===== config.mk =====
export PLATFORM = sky130hd
export DESIGN_NAME = vic_top
export DESIGN_NICKNAME = d
export VERILOG_FILES = /design/src/hdl/vic_pkg.sv /design/src/hdl/vic_top.sv
export VERILOG_INCLUDE_DIRS = /design/src /design/src/hdl
export SDC_FILE = /design/constraint.sdc
export NUM_CORES = 2
export LEC_CHECK = 0
export BUFFER_PORTS_ARGS = -buffer_cell sky130_fd_sc_hd__buf_4
export CORE_MARGIN = 8
export CORE_UTILIZATION = 51
export CTS_CLUSTER_DIAMETER = 60
export DETAILED_ROUTE_END_ITERATION = 16
export PLACE_DENSITY_LB_ADDON = 0.15
export SKIP_CTS_REPAIR_TIMING = 1
export SLEW_MARGIN = 20
export SYNTH_ARGS = -nofsm -noshare
export SYNTH_HDL_FRONTEND = slang
export SYNTH_SLANG_ARGS = --single-unit

===== constraint.sdc =====
create_clock -name clk_i -period 3.2 [get_ports clk_i]
set_input_delay 0.32 -clock clk_i [delete_from_list [all_inputs] [get_ports clk_i]]
set_output_delay 0.32 -clock clk_i [all_outputs]
set_load 0.02 [all_outputs]

===== src/hdl/vic_cfg.svh =====
// Purpose: Constants of the vectored interrupt controller.
// Assumes: Included by its bare name; definitions only.
// Notes:   Offsets are byte addresses within a 4 KB window.
`ifndef VIC_CFG_SVH
`define VIC_CFG_SVH
// ----------------------------------------
// Sizes, bit positions and fixed values
// ----------------------------------------
`define VIC_NUM_SRC     19
`define VIC_NUM_SLOT    16
`define VIC_SRC_W       5
`define VIC_SLOT_W      4
`define VIC_EV_W        2
`define VIC_EV_FAST     0
`define VIC_EV_IRQ      1
`define VIC_CTRL_EN     5
`define VIC_HSIZE_WORD  3'h2
`define VIC_ZERO32      32'h0000_0000
// ----------------------------------------
// Register offsets
// ----------------------------------------
`define VIC_OFF_FAST_STAT 12'h000
`define VIC_OFF_IRQ_STAT 12'h004
`define VIC_OFF_RAW      12'h008
`define VIC_OFF_ENABLE   12'h00C
`define VIC_OFF_SELECT   12'h010
`define VIC_OFF_VECT     12'h014
`define VIC_OFF_DEFAULT  12'h018
`define VIC_OFF_INT_STAT 12'h01C
`define VIC_OFF_INT_MASK 12'h020
`define VIC_PAGE_VADDR   4'h1
`define VIC_PAGE_VCTRL   4'h2
`endif


===== src/hdl/vic_pkg.sv =====
// Purpose: Types of the vectored interrupt controller.
// Assumes: Sizes come from vic_cfg.svh.
// Notes:   Nothing here is imported; users write vic_pkg::name.
`include "vic_cfg.svh"
package vic_pkg;
    typedef logic [`VIC_NUM_SRC-1:0]  vic_src_vec_t;
    typedef logic [`VIC_SRC_W-1:0]    vic_src_idx_t;
    typedef logic [`VIC_SLOT_W-1:0]   vic_slot_idx_t;
    typedef logic [31:0]              vic_word_t;
endpackage


===== src/hdl/vic_top.sv =====
// Purpose: Vectored interrupt controller with an AHB-Lite register slave.
// Assumes: Request lines come from logic on clk_i; single-word accesses only.
// Notes:   Zero wait states; a read returns the value sampled in its address phase.
// Functional notes
// RL1: Every request is sorted by software into fast, vectored or non-vectored class.
// RL2: Class and slot settings may change any time and take effect next cycle.
// RL3: Fast-class requests outrank every vectored and non-vectored request.
// RL4: All fast-class requests merge into one fast interrupt output.
// RL5: A readable word shows which fast-class sources are requesting.
// RL6: Sixteen vectored slots; any source may sit in any slot.
// RL7: Slot 0 ranks highest, slot 15 lowest.
// RL8: Normal requests not in a slot are non-vectored, lowest priority.
// RL9: All vectored and non-vectored requests merge into one normal output.
// RL10: Vector register returns the routine address of the best active slot.
// RL11: With no active slot the vector register returns the default address.
// RL12: A readable word shows which normal-class requests are active.
// RL13: One request line per peripheral, channels 0 to 18.
// RL14: Requests sampled on clk_i; outputs synchronous; settings clear on reset.
`timescale 1ns/10ps
`include "vic_cfg.svh"
module vic_top
(
    // Clock and reset.
    input  wire logic                 clk_i,
    input  wire logic                 arst_n_i,
    // AHB-Lite slave.
    input  wire logic                 hsel_i,
    input  wire logic [31:0]          haddr_i,
    input  wire logic [1:0]           htrans_i,
    input  wire logic                 hwrite_i,
    input  wire logic [2:0]           hsize_i,
    input  wire logic [31:0]          hwdata_i,
    input  wire logic                 hready_i,
    output logic      [31:0]          hrdata_o,
    output logic                      hreadyout_o,
    output logic                      hresp_o,
    // Peripheral request lines.
    input  wire vic_pkg::vic_src_vec_t irq_req_i,
    // Requests to the core and the summary interrupt.
    output logic                      fast_interrupt_request_o,
    output logic                      irq_o,
    output logic                      int_o
);

    // ----------------------------------------
    // State
    // ----------------------------------------
    vic_pkg::vic_src_vec_t req_reg;
    vic_pkg::vic_src_vec_t enable_reg;
    vic_pkg::vic_src_vec_t select_reg;
    vic_pkg::vic_word_t    default_reg;
    vic_pkg::vic_word_t    vect_reg;
    vic_pkg::vic_word_t    slot_addr_reg [`VIC_NUM_SLOT];
    vic_pkg::vic_src_idx_t slot_src_reg  [`VIC_NUM_SLOT];
    logic [`VIC_NUM_SLOT-1:0] slot_en_reg;
    logic [`VIC_EV_W-1:0]  int_stat_reg;
    logic [`VIC_EV_W-1:0]  int_stat_next;
    logic [`VIC_EV_W-1:0]  int_mask_reg;
    logic                  fast_reg;
    logic                  irq_reg;
    logic                  int_reg;
    logic                  wr_pend_reg;
    logic [11:0]           wr_addr_reg;
    vic_pkg::vic_word_t    rdata_reg;

    vic_pkg::vic_src_vec_t fast_stat;
    vic_pkg::vic_src_vec_t irq_stat;
    logic [`VIC_NUM_SLOT-1:0] slot_hit;
    vic_pkg::vic_slot_idx_t win_idx;
    logic                  hit_any;
    logic [`VIC_EV_W-1:0]  events;
    logic                  addr_ok;
    logic                  rd_take;
    logic [11:0]           a_off;
    vic_pkg::vic_word_t    rd_mux;

    // ----------------------------------------
    // Request sampling and classification
    // ----------------------------------------

    // Lines come from peripherals on this clock, so one register suffices.
    always_ff @(posedge clk_i or negedge arst_n_i)
    begin
        if (!arst_n_i)
            req_reg <= '0;
        else
            req_reg <= irq_req_i; // RL14 RL13
    end

    // The select bit decides fast versus normal; the two words never overlap.
    assign fast_stat = req_reg & enable_reg & select_reg; // RL1 RL5
    assign irq_stat = req_reg & enable_reg & ~select_reg; // RL1 RL12

    // A slot only sees normal-class requests, so fast sources never vector.
    always_comb
    begin
        for (int n = 0; n < `VIC_NUM_SLOT; n++)
        begin
            slot_hit[n] = 1'b0;
            if (slot_en_reg[n] && (32'(slot_src_reg[n]) < `VIC_NUM_SRC))
                slot_hit[n] = irq_stat[slot_src_reg[n]]; // RL6 RL3
        end
    end

    // Scan downward so the lowest active slot index is left standing.
    always_comb
    begin
        win_idx = '0;
        hit_any = 1'b0;
        for (int n = `VIC_NUM_SLOT - 1; n >= 0; n--)
        begin
            if (slot_hit[n])
            begin
                win_idx = vic_pkg::vic_slot_idx_t'(n); // RL7
                hit_any = 1'b1;
            end
        end
    end

    // ----------------------------------------
    // Core requests and vector
    // ----------------------------------------

    // Both core requests are registered so they never glitch.
    always_ff @(posedge clk_i or negedge arst_n_i)
    begin
        if (!arst_n_i)
        begin
            fast_reg <= 1'b0;
            irq_reg  <= 1'b0;
        end
        else
        begin
            fast_reg <= |fast_stat; // RL4 RL3
            irq_reg <= |irq_stat; // RL9 RL8
        end
    end

    // Vector follows the best slot, else the shared default routine.
    always_ff @(posedge clk_i or negedge arst_n_i)
    begin
        if (!arst_n_i)
            vect_reg <= `VIC_ZERO32;
        else if (hit_any)
            vect_reg <= slot_addr_reg[win_idx]; // RL10
        else
            vect_reg <= default_reg; // RL11 RL8
    end

    // ----------------------------------------
    // Summary interrupt
    // ----------------------------------------

    // Rising edges of the core requests are the events.
    assign events[`VIC_EV_FAST] = (|fast_stat) & ~fast_reg;
    assign events[`VIC_EV_IRQ] = (|irq_stat) & ~irq_reg;

    // A read clears the sticky bits, but an event in that cycle still lands.
    always_comb
    begin
        int_stat_next = int_stat_reg;
        if (rd_take && (a_off == `VIC_OFF_INT_STAT))
            int_stat_next = '0;
        int_stat_next = int_stat_next | events;
    end

    always_ff @(posedge clk_i or negedge arst_n_i)
    begin
        if (!arst_n_i)
        begin
            int_stat_reg <= '0;
            int_reg      <= 1'b0;
        end
        else
        begin
            int_stat_reg <= int_stat_next;
            int_reg      <= |(int_stat_next & int_mask_reg);
        end
    end

    // ----------------------------------------
    // AHB-Lite slave
    // ----------------------------------------
    assign a_off   = haddr_i[11:0];
    assign addr_ok = hsel_i && htrans_i[1] && hready_i;
    assign rd_take = addr_ok && !hwrite_i;

    // Read data is fetched in the address phase, giving zero wait states.
    always_comb
    begin
        rd_mux = `VIC_ZERO32;
        unique case (a_off)
            `VIC_OFF_FAST_STAT: rd_mux = 32'(fast_stat);   // RL5
            `VIC_OFF_IRQ_STAT: rd_mux = 32'(irq_stat);     // RL12
            `VIC_OFF_RAW:      rd_mux = 32'(req_reg);
            `VIC_OFF_ENABLE:   rd_mux = 32'(enable_reg);
            `VIC_OFF_SELECT:   rd_mux = 32'(select_reg);
            `VIC_OFF_VECT:     rd_mux = vect_reg;          // RL10 RL11
            `VIC_OFF_DEFAULT:  rd_mux = default_reg;
            `VIC_OFF_INT_STAT: rd_mux = 32'(int_stat_reg);
            `VIC_OFF_INT_MASK: rd_mux = 32'(int_mask_reg);
            default:
            begin
                if (a_off[7:6] == 2'h0 && a_off[11:8] == `VIC_PAGE_VADDR)
                    rd_mux = slot_addr_reg[a_off[5:2]];
                else if (a_off[7:6] == 2'h0 && a_off[11:8] == `VIC_PAGE_VCTRL)
                    rd_mux = 32'({slot_en_reg[a_off[5:2]], slot_src_reg[a_off[5:2]]});
                else
                    rd_mux = `VIC_ZERO32;
            end
        endcase
    end

    always_ff @(posedge clk_i or negedge arst_n_i)
    begin
        if (!arst_n_i)
            rdata_reg <= `VIC_ZERO32;
        else if (rd_take)
            rdata_reg <= rd_mux;
    end

    // Writes are held from the address phase to the data phase.
    always_ff @(posedge clk_i or negedge arst_n_i)
    begin
        if (!arst_n_i)
        begin
            wr_pend_reg <= 1'b0;
            wr_addr_reg <= '0;
        end
        else
        begin
            wr_pend_reg <= addr_ok && hwrite_i && (hsize_i == `VIC_HSIZE_WORD);
            if (addr_ok)
                wr_addr_reg <= a_off;
        end
    end

    // Class settings; a new value steers classification from the next cycle.
    always_ff @(posedge clk_i or negedge arst_n_i)
    begin
        if (!arst_n_i)
        begin
            enable_reg   <= '0;
            select_reg   <= '0;
            default_reg  <= `VIC_ZERO32;
            int_mask_reg <= '0;
        end
        else if (wr_pend_reg)
        begin
            if (wr_addr_reg == `VIC_OFF_ENABLE)
                enable_reg <= hwdata_i[`VIC_NUM_SRC-1:0];
            if (wr_addr_reg == `VIC_OFF_SELECT)
                select_reg <= hwdata_i[`VIC_NUM_SRC-1:0]; // RL2 RL1
            if (wr_addr_reg == `VIC_OFF_DEFAULT)
                default_reg <= hwdata_i; // RL11
            if (wr_addr_reg == `VIC_OFF_INT_MASK)
                int_mask_reg <= hwdata_i[`VIC_EV_W-1:0];
        end
    end

    // Slot table: routine address and source number with enable.
    always_ff @(posedge clk_i or negedge arst_n_i)
    begin
        if (!arst_n_i)
        begin
            slot_en_reg <= '0;
            for (int n = 0; n < `VIC_NUM_SLOT; n++)
            begin
                slot_addr_reg[n] <= `VIC_ZERO32;
                slot_src_reg[n]  <= '0; // RL14
            end
        end
        else if (wr_pend_reg && wr_addr_reg[7:6] == 2'h0)
        begin
            if (wr_addr_reg[11:8] == `VIC_PAGE_VADDR)
                slot_addr_reg[wr_addr_reg[5:2]] <= hwdata_i;
            if (wr_addr_reg[11:8] == `VIC_PAGE_VCTRL)
            begin
                slot_en_reg[wr_addr_reg[5:2]]  <= hwdata_i[`VIC_CTRL_EN]; // RL2 RL6
                slot_src_reg[wr_addr_reg[5:2]] <= hwdata_i[`VIC_SRC_W-1:0];
            end
        end
    end

    // Ready and response are constant flops so every output is registered.
    always_ff @(posedge clk_i or negedge arst_n_i)
    begin
        if (!arst_n_i)
        begin
            hreadyout_o <= 1'b1;
            hresp_o     <= 1'b0;
        end
        else
        begin
            hreadyout_o <= 1'b1;
            hresp_o     <= 1'b0;
        end
    end

    assign hrdata_o                 = rdata_reg;
    assign fast_interrupt_request_o = fast_reg;
    assign irq_o                    = irq_reg;
    assign int_o                    = int_reg;
endmodule


* Word level (Yosys, flattened, before mapping)
Cells that the tools add are included. Widths: inputs -> output; s select.
Word-level totals: register bits 781, input bits 93, output and inout port bits 37, logic and storage cells 260
Cells by class: $lt $le $gt $ge 39, eq/ne operators 17, muxes and demuxes 105, bitwise gates (word level) 13, reduce and logical (&&, ||, !) cells 40
Operator list (count):
- $bwmux 512 | 1
- $pmux 32 s9 | 1
- $bmux 32 s4 | 2
- $mux 32 | 7
- $demux 32 s4 | 1
- $lt 5x6->1 const B | 16
- $bmux 1 s5 | 16
- $bwmux 80 | 1
- $lt 5x5->1 const B | 16
- $eq 12x5->1 const B | 6
- $mux 4 | 16
- $and 19x19->19 | 3
- $mux 1 | 50
- $reduce_or 19->1 | 2
- $eq 12x4->1 const B | 3
- $logic_and 1x1->1 | 27
- $eq 12x6->1 const B | 2
- $bmux 5 s4 | 1
- $demux 5 s4 | 1
- $not 19->19 | 1
- $bwmux 16 | 1
- $ge 5x5->1 const B | 3
- $mux 5 | 3
- $not 4->5 | 3
- other kinds (20) | 31

* Logic depth before layout (Yosys ltp)
word-level depth 26, mapped depth 16, depth with buffers taken out 11

* Worst setup path after synthesis
Ideal clock, no wire load.
kind flip-flop to flip-flop, from register enable_reg[9], to register vect_reg[30], setup time 0.138 ns, arrival time 3.316 ns, required time 3.062 ns, setup slack -0.255 ns, cell stages (with the launch flop) 14, buffers on the path 2, period minus slack after synthesis 3.455 ns, cell sequence dfrtp_1 > buf_2 > and3b_1 > buf_6 > mux4_2 > or4b_1 > o211a_1 > o21bai_4 > o211a_1 > or3_1 > o32a_1 > a311o_1 > o311ai_1 > o211ai_1
On the way: cells in the longest elaborated chain, start to end 26, elaborated cells between the ends (all ways) 87, classes of those cells mux: 84; bitwise: 3
RTL lines:
- from (decl) | RTL line vic_top.sv:49 | vic_pkg::vic_src_vec_t enable_reg;
- from (signal assigned) | RTL line vic_top.sv:251 | enable_reg <= hwdata_i[`VIC_NUM_SRC-1:0];
- $and 19x19->19 (*) (2 in a row) | RTL line vic_top.sv:92 | assign irq_stat = req_reg & enable_reg & ~select_reg;
- $bmux 1 s5 | RTL line vic_top.sv:101 | slot_hit[n] = irq_stat[slot_src_reg[n]];
- $mux 1 (not written as such) | RTL line vic_top.sv:101
- $mux 1 | RTL line vic_top.sv:100 | if (slot_en_reg[n] && (32'(slot_src_reg[n]) < `VIC_NUM_SRC))
- $mux 4 (16 in a row) | RTL line vic_top.sv:112 | if (slot_hit[n])
- $not 4->5 (not written as such) | RTL line vic_top.sv:145 | vect_reg <= slot_addr_reg[win_idx];
- $bmux 32 s4 | RTL line vic_top.sv:145
- $mux 32 (not written as such) (2 in a row) | RTL line vic_top.sv:145
- $mux 32 (*) | RTL line vic_top.sv:144 | else if (hit_any)
- to (signal assigned) | RTL line vic_top.sv:143 | vect_reg <= `VIC_ZERO32;
- to (signal assigned) | RTL line vic_top.sv:145
- to (signal assigned) | RTL line vic_top.sv:147 | vect_reg <= default_reg;
- to (decl) | RTL line vic_top.sv:52 | vic_pkg::vic_word_t vect_reg;
Mark *: on every way between the ends. The rest lies on a longest branch, timed or not. The select of a mux whose other input is x is not followed. A chain may end at the register's enable or synchronous reset.

* Worst setup path in the final report
from register select_reg[0], to register vect_reg[12]
On the way: cells in the longest elaborated chain, start to end 26, elaborated cells between the ends (all ways) 87, classes of those cells mux: 84; bitwise: 3
RTL lines:
- from (decl) | RTL line vic_top.sv:50 | vic_pkg::vic_src_vec_t select_reg;
- from (signal assigned) | RTL line vic_top.sv:253 | select_reg <= hwdata_i[`VIC_NUM_SRC-1:0];
- $not 19->19 (*) | RTL line vic_top.sv:92
- $and 19x19->19 (*) | RTL line vic_top.sv:92
- $bmux 1 s5 | RTL line vic_top.sv:101
- $mux 1 (not written as such) | RTL line vic_top.sv:101
- $mux 1 | RTL line vic_top.sv:100
- $mux 4 (16 in a row) | RTL line vic_top.sv:112
- $not 4->5 (not written as such) | RTL line vic_top.sv:145
- $bmux 32 s4 | RTL line vic_top.sv:145
- $mux 32 (not written as such) (2 in a row) | RTL line vic_top.sv:145
- $mux 32 (*) | RTL line vic_top.sv:144
Marked as above.

==> results.md <==
- Slew Limit Headroom: 40.9%
- Reg power frac: 40.5%
- Layout cells sized above 1: between 40% and 50%
- CTS H-tree lvls: 3
- Final min period: 3.87 ns
- Gate power share: 20.5%
- Cell Area, Synth: 0.0433 sq mm
- Placement-stage cell area: 0.0488 sq mm
- Initial antenna violation count: 4
- Setup WS pre-CTS: -0.719 ns
- Placed cells: 4732
- Pleak: 23.1 nW
- FP Rows: 107
- Via count: 33025
- CP max stage cell: a2111o_1
- Core area: 0.0847 sq mm
- Port Buf Inserts: 106
- Max Clock Freq: 258 MHz
- CP endpoint kind: flop
- Worst r2r src: select_reg[0]
- GRT overflow: 0
- Switch share: 29.1%
- Asr flop ratio synth: 100%
- Crit path cell chain: buf_4 -> nand3b_1 -> o211a_1 -> a2111o_1 -> a211o_2 -> o311ai_4 -> o31ai_2 -> a31oi_4 -> buf_12 -> buf_12 -> buf_12 -> mux2i_2 -> a22oi_1 -> nand3b_1 -> nand3_1
- Path type of the worst setup path: flop to flop
- Seq cells post-synth: 781
- Internal cell power: 19.4 mW
- Pin count of the biggest net entering global routing: between 100 and 150
- Area Overhead vs Synth: 21.5%
- Post-DP HPWL: 103000 microns
- Final WS setup: -0.671 ns
- CP Max Fanout: 16
- Final max-slew violation count: 0
- Syn Nets: between 3000 and 4000
- Non-Filler Instances: just under 5000
- Max-cap violations: 0
- Vias in the first global route: 33817
- TritonCTS Sinks: between 700 and 800
- Syn_area_per_cell: between 10 and 15 sq um
- Design Area, Final: 0.0526 sq mm
- DRT antenna net count: 0
- DR iter-0 viols: 3550
- Worst EP arrival: 4.43 ns
- Crit path max-delay family: compound AO/OA/AOI/OAI gates
- Final setup vio count: 32
- Crit path top cell by count: buf_12
- Max incr delay on CP: between 0.4 and 0.5 ns
- First-pass GRT wire length: around 230000 microns
- CTS tree: done
- Net Switching: 7.94 mW
- Ys Warns: 0
- Critical Path RT: 3.76 ns
- Die area: about 0.095 sq mm
- Worst Hold Launch: hwrite_i
- Fin nets: 3827
- Ys flop type: dfrtp_1
- Netlist cell types: 85
- Post-DR wirelength/cell: 31.8 microns
- EDFF count, synth: 0
- Cts bufs inserted: 94
- Final hold violation count: 0
- Clock group share of total power: around 39%
- Worst ir drop on vdd: 0.446 mV
- Outcome: complete, but fails checks
- Clock Tree Buf Depth: 3
- Worst-skew pair later-pin latency: 0.69 ns
- Worst Path Buf+Inv: 4
- Hold endpoint: hrdata_o[0]
- Die width: between 300 and 400 microns
- Crit path depth: 15
- DRT Pass-1 Iters: 6
- Clock slew at reported path FFs: 0.06 ns
- Number of flip-flops under the largest register name: 512
- Cells after Synth: 3356
- Total power: roughly 27 mW
- Hold crit path type: input pin to flop
- Reg2reg path depth: 15
- FF-to-FF End: vect_reg[12]
- Slew @ Worst Pin: 0.886 ns
- Final WL: 158000 microns
- Io pins: 130
- Starting Density: between 50 and 60%
- Seq/Total Area, Yosys: 45.1%
- Die height: 307 microns
- PD cells: 519 mW/mm^2
- Gr usage total: between 30% and 40%
- Core Util, Final: 62.1%
- Setup crit start kind: flop
- Flop2flop setup slack: -0.67 ns
- Failing checks: setup timing
- Hold path depth: 4
- Final Cycle Share: 121%
- DR vias/cell: 6.66
- Drt drc: 0
- Root buffer cell: clkbuf_16
- Final setup skew: 0.0280 ns
- RSZ-0062 raised after global routing: true
- Routability congestion estimate: 1.02
==> worst min-delay path, delay by kind of cell <==
kind | cells | cell delay [ns]
AND/OR/NAND/NOR | 2 | 0.18
buffers and inverters | 1 | 0.10
AO/OA/AOI/OAI | 1 | 0.05
==> through the flow <==
step | setup TNS (ns) | hold WS, ns
finish | -18.49 | 0.0116
global route | -23.43 | 0.000705
CTS | -23.12 | -0.435
detailed placement | -20.66 | 0.287
global placement | -19.01 | 0.282
floorplan | -4.14 | 0.0244
==> power by group through the flow <==
stage          Combinational, mW  Clock, mW  Sequential, mW
3_3_place_gp                5.27          0            11.1
4_1_cts                     5.36       10.8            11.0
2_1_floorplan               3.00          0            11.0
5_1_grt                     5.88       11.2            11.1
6_report                    5.58       10.7            11.0
3_5_place_dp                5.33          0            11.2
==> kinds of logic (layout without fill, tap and decap cells) <==
logic type | Yosys count | in the layout | share of synthesized area (%)
other | 2 | 9 | 0.0173
and+or+nand+nor | 581 | 581 | 7.56
AOI/OAI and AO/OA | 413 | 413 | 6.85
muxes | 1224 | 1224 | 36.9
buffers and inverters | 350 | 802 | 3.43
DFF | 781 | 781 | 45.1
xor gates and xnor gates | 5 | 5 | 0.101
==> cell usage after synthesis (43+ instances only) <==
master | instances | area share (%)
o21ai_0 | 65 | 0.75
nand3_1 | 100 | 1.2
nor2_1 | 96 | 0.83
a22oi_1 | 89 | 1.5
a21oi_1 | 75 | 0.87
buf_1 | 70 | 0.61
nand3b_1 | 43 | 0.74
dfrtp_1 | 781 | 45
nand2_1 | 129 | 1.1
mux2i_1 | 283 | 6.5
buf_2 | 43 | 0.50
mux2_2 | 712 | 19
mux4_2 | 229 | 12
clkbuf_1 | 188 | 1.6
==> how the worst max path moves through the flow <==
stage | from | endpoint | slack [ns]
2_1_floorplan | enable_reg[9] | vect_reg[30] | -0.22
4_1_cts | select_reg[3] | vect_reg[12] | -0.80
3_5_place_dp | req_reg[8] | vect_reg[12] | -0.72
3_3_place_gp | req_reg[8] | vect_reg[8] | -0.65
5_1_grt | select_reg[18] | vect_reg[12] | -0.78
6_report | select_reg[0] | vect_reg[12] | -0.67
==> per-layer routing <==
| metal | vias up | routed length, microns | GRT usage, % |
|---|---|---|---|
| met4 | 2 | 9450 | 17.2 |
| li1 | 13628 | - | - |
| met3 | 479 | 11300 | 5.69 |
| met1 | 17330 | 61800 | 42.2 |
| met2 | 1586 | 75300 | 53.3 |
| met5 | - | 13 | 0 |
==> placed cells by master, fill, tap and decap left out, types with 8 or more instances in the layout <==
master / n
nand2b_1: 23
a31oi_1: 20
nor2_1: 90
a32oi_1: 25
dfrtp_1: 781
and3b_1: 13
nor3b_1: 8
nand4b_1: 15
mux2_2: 712
buf_6: 9
a22oi_1: 87
nand2_1: 126
a221oi_1: 23
buf_4: 486
a211oi_1: 11
mux4_2: 229
mux2i_2: 11
clkbuf_16: 96
nor2b_1: 10
clkbuf_1: 14
nand4bb_1: 10
nand4_1: 18
dlygate4sd3_1: 29
buf_12: 81
and3_1: 19
o21ai_0: 63
a21oi_1: 74
nor3_1: 18
clkinv_2: 22
nand3_2: 8
o211ai_1: 13
nand3b_1: 43
clkbuf_8: 17
nand3_1: 92
mux2i_1: 271
inv_1: 20
nor4bb_1: 11
==> layout make-up <==
class	instances	area, sq um
Fill cell	6596	32100
Multi-Input combinational cell	2225	22600
Sequential cell	781	19500
Timing Repair Buffer	612	5810
Clock buffer	125	2640
Tap cell	1144	1430
Clock inverter	45	464
Inverter	20	75.1
Antenna cell	7	17.5
Power figures use the tool's default switching activity.
